$ cat config.mk
export PLATFORM = sky130hd
export DESIGN_NAME = sie_subtract_exec
export DESIGN_NICKNAME = d
export VERILOG_FILES = /design/src/logic/sie_pkg.sv /design/src/logic/sie_subtract_exec.sv
export SDC_FILE = /design/constraint.sdc
export NUM_CORES = 1
export LEC_CHECK = 0
export ABC_AREA = 1
export ABC_CLOCK_PERIOD_IN_PS = 3000
export BUFFER_PORTS_ARGS = -buffer_cell sky130_fd_sc_hd__buf_2
export CAP_MARGIN = 20
export CORE_MARGIN = 4
export CORE_UTILIZATION = 30
export CTS_CLUSTER_DIAMETER = 40
export CTS_CLUSTER_SIZE = 40
export DETAILED_ROUTE_END_ITERATION = 8
export REMOVE_ABC_BUFFERS = 1
export SETUP_SLACK_MARGIN = 0.4
export SYNTH_ARGS = -nofsm -noshare
export SYNTH_HDL_FRONTEND = slang
export SYNTH_SLANG_ARGS = --single-unit
$ cat constraint.sdc
create_clock -name clk_sys -period 3 [get_ports clk_sys]
set_input_delay 0 -clock clk_sys [delete_from_list [all_inputs] [get_ports clk_sys]]
set_output_delay 0 -clock clk_sys [all_outputs]
set_load 0.01 [all_outputs]
$ cat src/logic/sie_pkg.sv
// constants for the subtract instruction execution block
//------------------------------------------------------------
// Behaviour
// [RULE1] The register-subtract instruction (0101 11da ffff ffff) computes the file register minus the accumulator in two's complement.
// [RULE2] With the destination bit at 0 the register-subtract result goes to the accumulator and the file register is left as it was.
// [RULE3] With the destination bit at 1 the register-subtract result is written back into the addressed file register.
// [RULE4] With the bank-access bit at 0 the fixed access bank is addressed and the bank select register is ignored.
// [RULE5] With the bank-access bit at 1 the address is the bank select register value joined with the 8-bit address field.
// [RULE6] The literal-subtract instruction (0000 1000 kkkk kkkk) computes the literal minus the accumulator into the accumulator in one cycle.
// [RULE7] Both instructions update the negative, overflow, carry, digit-carry and zero flags, carry meaning no borrow,
// with the result written in the fourth phase; the code strobes memWrEn for a file destination in the cycle after the write phase.
//------------------------------------------------------------
package sie_pkg;

  // register byte offsets
  localparam logic [7:0] OFS_INSTR  = 8'h00;
  localparam logic [7:0] OFS_ACC    = 8'h04;
  localparam logic [7:0] OFS_BANK   = 8'h08;
  localparam logic [7:0] OFS_STATUS = 8'h0c;

  // instruction word decode
  localparam logic [7:0] OPC_SUBLIT  = 8'h08;  // upper byte of literal subtract
  localparam logic [5:0] OPC_SUBFILE = 6'h17;  // upper six bits of register subtract
  localparam int         BIT_DEST    = 9;
  localparam int         BIT_BANKSEL = 8;

  // status field positions
  localparam int STS_CARRY  = 0;
  localparam int STS_DIGIT  = 1;
  localparam int STS_ZERO   = 2;
  localparam int STS_OVFL   = 3;
  localparam int STS_NEG    = 4;
  localparam int STS_BUSY   = 5;
  localparam int STS_BADOP  = 6;

  // reset values
  localparam logic [7:0]  ACC_RESET   = 8'h00;
  localparam logic [15:0] INSTR_RESET = 16'h0000;

  // execution phases of one instruction cycle
  typedef enum logic [2:0] {
    SIE_IDLE,
    SIE_DECODE,
    SIE_READ,
    SIE_PROCESS,
    SIE_WRITE
  } sie_phase_t;

endpackage

$ cat src/logic/sie_subtract_exec.sv
// subtract instruction execution unit with apb register access
`timescale 1ns/1ps
`default_nettype none

module sie_subtract_exec #(
  parameter int BANK_BITS = 4
) (
  // clock and reset
  input  wire logic                      clk_sys,
  input  wire logic                      sys_rst,
  // apb slave
  input  wire logic                      psel,
  input  wire logic                      penable,
  input  wire logic                      pwrite,
  input  wire logic [7:0]                paddr,
  input  wire logic [31:0]               pwdata,
  output logic                           pready,
  output logic [31:0]                    prdata,
  output logic                           pslverr,
  // data memory port
  output logic [BANK_BITS+7:0]           memAddr,
  output logic                           memRdEn,
  input  wire logic [7:0]                memRdData,
  output logic                           memWrEn,
  output logic [7:0]                     memWrData,
  // core state view
  output logic [7:0]                     accOut,
  output logic                           overflowFlagOut,
  output logic                           digitCarryFlagOut,
  output logic                           carryOut,
  output logic                           zeroOut,
  output logic                           negOut,
  output logic                           execDone
);

  //------------------------------------------------------------
  // state
  //------------------------------------------------------------
  sie_pkg::sie_phase_t phase_reg;
  logic [15:0]          instr_reg;
  logic [7:0]           acc_reg;
  logic [BANK_BITS-1:0] bank_select_reg;
  logic [7:0]           operand_reg;
  logic [7:0]           result_reg;
  logic                 destFile_reg;
  logic                 badOp_reg;
  logic                 carry_reg;
  logic                 digitCarry_reg;
  logic                 zero_reg;
  logic                 ovfl_reg;
  logic                 neg_reg;

  //------------------------------------------------------------
  // apb decode
  //------------------------------------------------------------
  logic apbAccess;
  logic apbDone;
  logic busy;
  logic wrInstr;
  logic wrAcc;
  logic wrBank;
  logic badWrite;

  // busy while an instruction is in flight
  assign busy      = (phase_reg != sie_pkg::SIE_IDLE);
  assign apbAccess = psel & penable;
  // a transfer completes at the edge where pready is seen high
  assign apbDone   = apbAccess & pready;
  assign wrInstr   = apbDone & pwrite & (paddr == sie_pkg::OFS_INSTR) & ~busy;
  assign wrAcc     = apbDone & pwrite & (paddr == sie_pkg::OFS_ACC) & ~busy;
  assign wrBank    = apbDone & pwrite & (paddr == sie_pkg::OFS_BANK) & ~busy;
  // writes while busy, to status or unmapped are refused
  assign badWrite  = pwrite & (busy | ((paddr != sie_pkg::OFS_INSTR) & (paddr != sie_pkg::OFS_ACC)
                     & (paddr != sie_pkg::OFS_BANK)));

  // instruction decode
  logic isLit;
  logic isFile;
  assign isLit  = (instr_reg[15:8] == sie_pkg::OPC_SUBLIT);
  assign isFile = (instr_reg[15:10] == sie_pkg::OPC_SUBFILE);

  // file register address from bank bit and address field
  logic [BANK_BITS+7:0] fileAddr;
  always_comb begin
    if (instr_reg[sie_pkg::BIT_BANKSEL]) begin
      fileAddr = {bank_select_reg, instr_reg[7:0]};  // [RULE5]
    end else if (instr_reg[7]) begin
      fileAddr = {{BANK_BITS{1'b1}}, instr_reg[7:0]}; // [RULE4] upper access half: top bank
    end else begin
      fileAddr = {{BANK_BITS{1'b0}}, instr_reg[7:0]}; // [RULE4] lower access half: bank 0
    end
  end

  // subtraction operand minus accumulator and its flags
  logic [8:0] diff;
  logic [4:0] nibDiff;
  logic [7:0] res;
  assign diff    = {1'b0, operand_reg} - {1'b0, acc_reg};           // [RULE1] [RULE6]
  assign nibDiff = {1'b0, operand_reg[3:0]} - {1'b0, acc_reg[3:0]};
  assign res     = diff[7:0];

  //------------------------------------------------------------
  // apb answer
  //------------------------------------------------------------
  // pready rises one cycle into the access phase
  always_ff @(posedge clk_sys or posedge sys_rst) begin
    if (sys_rst) begin
      pready <= 1'b0;
    end else begin
      pready <= apbAccess & ~pready;
    end
  end

  // read data and error are loaded with pready
  always_ff @(posedge clk_sys or posedge sys_rst) begin
    if (sys_rst) begin
      prdata  <= 32'h0000_0000;
      pslverr <= 1'b0;
    end else if (apbAccess & ~pready) begin
      pslverr <= badWrite | (~pwrite & (paddr != sie_pkg::OFS_INSTR) & (paddr != sie_pkg::OFS_ACC)
                 & (paddr != sie_pkg::OFS_BANK) & (paddr != sie_pkg::OFS_STATUS));
      if (pwrite) begin
        prdata <= 32'h0000_0000;
      end else if (paddr == sie_pkg::OFS_INSTR) begin
        prdata <= {16'h0000, instr_reg};
      end else if (paddr == sie_pkg::OFS_ACC) begin
        prdata <= {24'h000000, acc_reg};
      end else if (paddr == sie_pkg::OFS_BANK) begin
        prdata <= {{(32-BANK_BITS){1'b0}}, bank_select_reg};
      end else if (paddr == sie_pkg::OFS_STATUS) begin
        prdata <= {25'h0, badOp_reg, busy, neg_reg, ovfl_reg, zero_reg, digitCarry_reg, carry_reg};
      end else begin
        prdata <= 32'h0000_0000;
      end
    end else begin
      pslverr <= 1'b0;
    end
  end

  //------------------------------------------------------------
  // software registers
  //------------------------------------------------------------
  // instruction word, a write launches execution
  always_ff @(posedge clk_sys or posedge sys_rst) begin
    if (sys_rst) begin
      instr_reg <= sie_pkg::INSTR_RESET;
    end else if (wrInstr) begin
      instr_reg <= pwdata[15:0];
    end
  end

  // bank select register
  always_ff @(posedge clk_sys or posedge sys_rst) begin
    if (sys_rst) begin
      bank_select_reg <= '0;
    end else if (wrBank) begin
      bank_select_reg <= pwdata[BANK_BITS-1:0];
    end
  end

  //------------------------------------------------------------
  // four phase sequencer
  //------------------------------------------------------------
  // decode, read, process, write
  always_ff @(posedge clk_sys or posedge sys_rst) begin
    if (sys_rst) begin
      phase_reg <= sie_pkg::SIE_IDLE;
    end else begin
      case (phase_reg)
        sie_pkg::SIE_IDLE: begin
          if (wrInstr) begin
            phase_reg <= sie_pkg::SIE_DECODE;
          end
        end
        sie_pkg::SIE_DECODE: begin
          phase_reg <= (isLit | isFile) ? sie_pkg::SIE_READ : sie_pkg::SIE_IDLE;
        end
        sie_pkg::SIE_READ: begin
          phase_reg <= sie_pkg::SIE_PROCESS;
        end
        sie_pkg::SIE_PROCESS: begin
          phase_reg <= sie_pkg::SIE_WRITE;
        end
        default: begin
          phase_reg <= sie_pkg::SIE_IDLE;
        end
      endcase
    end
  end

  // unknown opcode flag, refreshed on each decode
  always_ff @(posedge clk_sys or posedge sys_rst) begin
    if (sys_rst) begin
      badOp_reg <= 1'b0;
    end else if (phase_reg == sie_pkg::SIE_DECODE) begin
      badOp_reg <= ~(isLit | isFile);
    end
  end

  // memory read issued in the read phase
  always_ff @(posedge clk_sys or posedge sys_rst) begin
    if (sys_rst) begin
      memRdEn <= 1'b0;
      memAddr <= '0;
    end else begin
      memRdEn <= (phase_reg == sie_pkg::SIE_DECODE) & isFile;  // [RULE1]
      if (phase_reg == sie_pkg::SIE_DECODE) begin
        memAddr <= fileAddr;                                   // [RULE4] [RULE5]
      end
    end
  end

  // operand: literal field or read data, destination choice
  always_ff @(posedge clk_sys or posedge sys_rst) begin
    if (sys_rst) begin
      operand_reg  <= 8'h00;
      destFile_reg <= 1'b0;
    end else if (phase_reg == sie_pkg::SIE_DECODE) begin
      operand_reg  <= instr_reg[7:0];                                  // [RULE6]
      destFile_reg <= isFile & instr_reg[sie_pkg::BIT_DEST];           // [RULE2] [RULE3]
    end else if ((phase_reg == sie_pkg::SIE_PROCESS) & isFile) begin
      operand_reg  <= memRdData;                                       // [RULE1]
    end
  end

  // result latched at the end of write
  always_ff @(posedge clk_sys or posedge sys_rst) begin
    if (sys_rst) begin
      result_reg <= 8'h00;
    end else if (phase_reg == sie_pkg::SIE_WRITE) begin
      result_reg <= res;
    end
  end

  // write phase: destination update
  always_ff @(posedge clk_sys or posedge sys_rst) begin
    if (sys_rst) begin
      memWrEn   <= 1'b0;
    end else begin
      memWrEn   <= (phase_reg == sie_pkg::SIE_WRITE) & destFile_reg;  // [RULE3] [RULE7]
    end
  end

  // write data is the latched result, held steady after the strobe
  assign memWrData = result_reg;                                   // [RULE1] [RULE3]

  // accumulator: software write or instruction result
  always_ff @(posedge clk_sys or posedge sys_rst) begin
    if (sys_rst) begin
      acc_reg <= sie_pkg::ACC_RESET;
    end else if ((phase_reg == sie_pkg::SIE_WRITE) & ~destFile_reg) begin
      acc_reg <= res;                                                  // [RULE2] [RULE6]
    end else if (wrAcc) begin
      acc_reg <= pwdata[7:0];
    end
  end

  // arithmetic flags, carry means no borrow
  always_ff @(posedge clk_sys or posedge sys_rst) begin
    if (sys_rst) begin
      carry_reg      <= 1'b0;
      digitCarry_reg <= 1'b0;
      zero_reg       <= 1'b0;
      ovfl_reg       <= 1'b0;
      neg_reg        <= 1'b0;
    end else if (phase_reg == sie_pkg::SIE_WRITE) begin
      carry_reg      <= ~diff[8];                                       // [RULE7]
      digitCarry_reg <= ~nibDiff[4];                                    // [RULE7]
      zero_reg       <= (res == 8'h00);                                 // [RULE7]
      ovfl_reg       <= (operand_reg[7] ^ acc_reg[7]) & (res[7] ^ operand_reg[7]); // [RULE7]
      neg_reg        <= res[7];                                         // [RULE7]
    end
  end

  // completion pulse after the write phase
  always_ff @(posedge clk_sys or posedge sys_rst) begin
    if (sys_rst) begin
      execDone <= 1'b0;
    end else begin
      execDone <= (phase_reg == sie_pkg::SIE_WRITE);
    end
  end

  //------------------------------------------------------------
  // state view outputs
  //------------------------------------------------------------
  // registered copies of core state
  always_ff @(posedge clk_sys or posedge sys_rst) begin
    if (sys_rst) begin
      accOut            <= sie_pkg::ACC_RESET;
      overflowFlagOut   <= 1'b0;
      digitCarryFlagOut <= 1'b0;
      carryOut          <= 1'b0;
      zeroOut           <= 1'b0;
      negOut            <= 1'b0;
    end else begin
      accOut            <= acc_reg;
      overflowFlagOut   <= ovfl_reg;
      digitCarryFlagOut <= digitCarry_reg;
      carryOut          <= carry_reg;
      zeroOut           <= zero_reg;
      negOut            <= neg_reg;
    end
  end

endmodule

`default_nettype wire

==> impl_metrics.ini <==
[status]
run_status = finished with violations
violations_in_the_final_reports = hold timing

[min_path]
worstHoldStart = pwdata[5]
min_delay_endpoint = instr_reg[5]
hold_path_depth = 3
hold_class = in2reg

[worst_setup_path]
end_kind = flop
worst-r2r-setup-slack_ps = 1080
worstSetupStartpointType = primary input
critPathKind = in2reg
r2r_start = acc_reg[0]
timing.critical_path.fanout_max = 18
worstPathRequired_ps = 3290
worst_flop_to_flop_path_endpoint = zero_reg
timing.reg2reg.worst_path_depth = 10
cp_data_arrival_time_ps = 2410

[placement]
routabilityCongestion = 0.851
hpwlAfterDp_um = 9480
portBuffers = 90
dpl.cell_count = 788

[yosys]
post_synth_instance_area_sq_mm = 0.00458
post_synth.cell_area_avg_sq_um = 8.78
synth_seq_cells = 99
synthDominantCellAreaShare_pct = 54.0
yosys_warnings = 0
synth_edf_count = 0
synthDistinctLibCells = 37
synth_sequential_area_ratio_pct = 54.0
synth_ff_type = sky130_fd_sc_hd__dfrtp_1
post_synth_inst_count = 522
netlist.top_cell.by_area = sky130_fd_sc_hd__dfrtp_1
synthArstFlopShare_pct = 100
synth_top_cells_by_area = sky130_fd_sc_hd__dfrtp_1 (54%), sky130_fd_sc_hd__nand2_1 (12%), sky130_fd_sc_hd__nand3_1 (6.3%), sky130_fd_sc_hd__o21ai_0 (4.0%), sky130_fd_sc_hd__inv_1 (3.6%)

[final_layout]
final_layout_size_suffix_gt1_share_pct = 21.1
insertedDiodeCount = 0
flow.area_growth_from_synthesis_pct = 25.1
finalNonFillerCells = 830
number_of_inserted_filler_cells_in_the_final_layout = 1507
num-nets-final = 703

[sta]
timing.final.hold_violations = 1
tightest_slew_ps = 655
final_max_slew_viol_count = 0
period_minus_slack_ps = 2130
hold_ws_ps = -14.1
max_freq_mhz = 470
timing.final.setup_violations = 0
fin_crit_sh_pct = 70.9
fin_skew_ps = 8.98
relSlewSlack_pct = 56.1
grt_setup_unrepaired = no
fin_tns_setup_ps = 0

[clock_tree]
cts.hold.buffers_added = 26
clkSlewWorstSetupHoldPaths_ps = 70
htree_num_levels = 3
cts-buffers-inserted = 9
clockBufferDepth = 2
cts.repair_timing.setup_buffer_count = 0
worst_skew_pair.late_latency_ps = 350
cts_root_buf = sky130_fd_sc_hd__clkbuf_16
post_cts_resized = 0
cts_tree = built
cts.sinks = 99

[grt]
grt_antenna_before_repair = 0
global_route_wire_length_before_repair_um = 20200
grtUsageTotal_pct = 14.5
grt_overflow = 0
grt_start_max_net_pins = 51
via_count_of_the_first_global_routing_pass = 3916

[power]
p_leak_uw = 0.00309
power_density_mw_per_mm2 = 506
peakVddDrop_uv = 282

[routing]
drc = 0
routed_via_density = 4.67
detail_route.iter0.violations = 325
dr_total_vias = 3876
drt_pre_antenna_iters = 4
ant_nets = 0
drt-total-wl_um = 12300
detail_route.wirelength.met1_um = 5530
met3RoutedLength_um = 833
dr.max_layer_used = met4
dr_wl_met2_um = 5740
route.detailed.wl_per_inst_um = 14.9

[floorplanning]
vertical_die_dimension_um = 132
initial_core_util_pct = 31.1
pin_count = 123
dieArea_sq_mm = 0.0173
design.core.area_sq_mm = 0.0148
die_width_um = 132
placement_rows = 44

[flow_run]
drv.max_cap_violation_count = 0
-- logic make-up after synthesis --
kind of cell,share of synthesized area (%)
fa+ha+maj,2.62
buf+inv,8.22
other cells,0.0818
compound gates,9.01
flops,54.0
simple gates,26.0
-- cell type report --
cell class,instances,area (sq um),area share (%)
well taps,184,230,4.01
clock inverters,6,68.8,1.20
multi-input cells,362,1790,31.2
repair buffers,120,741,12.9
flip-flops and latches,99,2480,43.2
inverters,49,191,3.34
clock buffers,10,239,4.17
-- critical path, cell delays in order --
cell,delay [ps]
sky130_fd_sc_hd__dlygate4sd3_1,520
sky130_fd_sc_hd__buf_2,110
sky130_fd_sc_hd__nand2_1,40
sky130_fd_sc_hd__dlygate4sd3_1,540
sky130_fd_sc_hd__nor2_1,140
sky130_fd_sc_hd__inv_2,180
sky130_fd_sc_hd__nor2_2,290
sky130_fd_sc_hd__inv_1,180
sky130_fd_sc_hd__a21oi_1,180
sky130_fd_sc_hd__o21ai_0,150
sky130_fd_sc_hd__nand2_1,80
-- worst max-delay path by stage --
stage	slack (ps)	from	cells after the start	endpoint
6_report	870	penable	11	prdata[4]
2_1_floorplan	410	sys_rst	1	accOut[0]
5_1_grt	690	penable	11	prdata[4]
4_1_cts	880	penable	11	prdata[4]
3_5_place_dp	1080	acc_reg[0]	10	zero_reg
3_3_place_gp	1120	acc_reg[0]	10	zero_reg
-- synthesized netlist by cell type, types with 2 or more instances --
| library cell | n |
|---|---|
| sky130_fd_sc_hd__dfrtp_1 | 99 |
| sky130_fd_sc_hd__nand3b_1 | 2 |
| sky130_fd_sc_hd__buf_6 | 2 |
| sky130_fd_sc_hd__buf_4 | 17 |
| sky130_fd_sc_hd__nor3_2 | 3 |
| sky130_fd_sc_hd__nand2_2 | 2 |
| sky130_fd_sc_hd__nand2_1 | 142 |
| sky130_fd_sc_hd__nor2_1 | 41 |
| sky130_fd_sc_hd__nand2_4 | 4 |
| sky130_fd_sc_hd__nor3_1 | 3 |
| sky130_fd_sc_hd__clkbuf_1 | 2 |
| sky130_fd_sc_hd__a31oi_1 | 2 |
| sky130_fd_sc_hd__inv_2 | 4 |
| sky130_fd_sc_hd__o211ai_1 | 2 |
| sky130_fd_sc_hd__o21ai_0 | 37 |
| sky130_fd_sc_hd__ha_1 | 8 |
| sky130_fd_sc_hd__nand3_1 | 58 |
| sky130_fd_sc_hd__nand4_1 | 5 |
| sky130_fd_sc_hd__o21ai_1 | 3 |
| sky130_fd_sc_hd__nor4_1 | 3 |
| sky130_fd_sc_hd__inv_1 | 44 |
| sky130_fd_sc_hd__nor2_4 | 2 |
| sky130_fd_sc_hd__o21a_1 | 5 |
| sky130_fd_sc_hd__buf_2 | 6 |
| sky130_fd_sc_hd__a21oi_1 | 9 |
| sky130_fd_sc_hd__a21oi_2 | 6 |
-- cells in the final DEF (no fill, tap or decap), types with 9 or more instances in the layout --
master / count
sky130_fd_sc_hd__nor2_1: 41
sky130_fd_sc_hd__clkbuf_16: 9
sky130_fd_sc_hd__dlygate4sd3_1: 26
sky130_fd_sc_hd__o21ai_0: 37
sky130_fd_sc_hd__dfrtp_1: 99
sky130_fd_sc_hd__a21oi_1: 9
sky130_fd_sc_hd__nand3_1: 58
sky130_fd_sc_hd__inv_1: 43
sky130_fd_sc_hd__conb_1: 16
sky130_fd_sc_hd__nand2_1: 142
sky130_fd_sc_hd__buf_2: 90
-- through the flow --
stage          util [%]  power, uW  worst slack (ps)  area (sq um)  hold slack (ps)
2_1_floorplan         -       1590               410          4450              129
3_3_place_gp       35.0       1680              1120          5170              122
3_5_place_dp       35.0       1690              1080          5170              144
4_1_cts            38.9       2920               878          5730             1.66
5_1_grt            38.9       3030               692          5730             18.8
6_report           38.9       2900               874          5730            -14.1
-- power breakdown --
group | internal [uW] | leakage (uW) | switching [uW]
Sequential | 1360 | 0.00128 | 25.7
Combinational | 113 | 0.00166 | 187
Clock | 678 | 0.000150 | 535
Total | 2150 | 0.00309 | 748
-- metal layers --
layer  vias up  GRT usage, %
met5         -             0
met4         0          5.08
met3        16          4.09
met2       108          23.6
met1      1849          18.5
li1       1903             -
(Power assumes the default switching activity.)
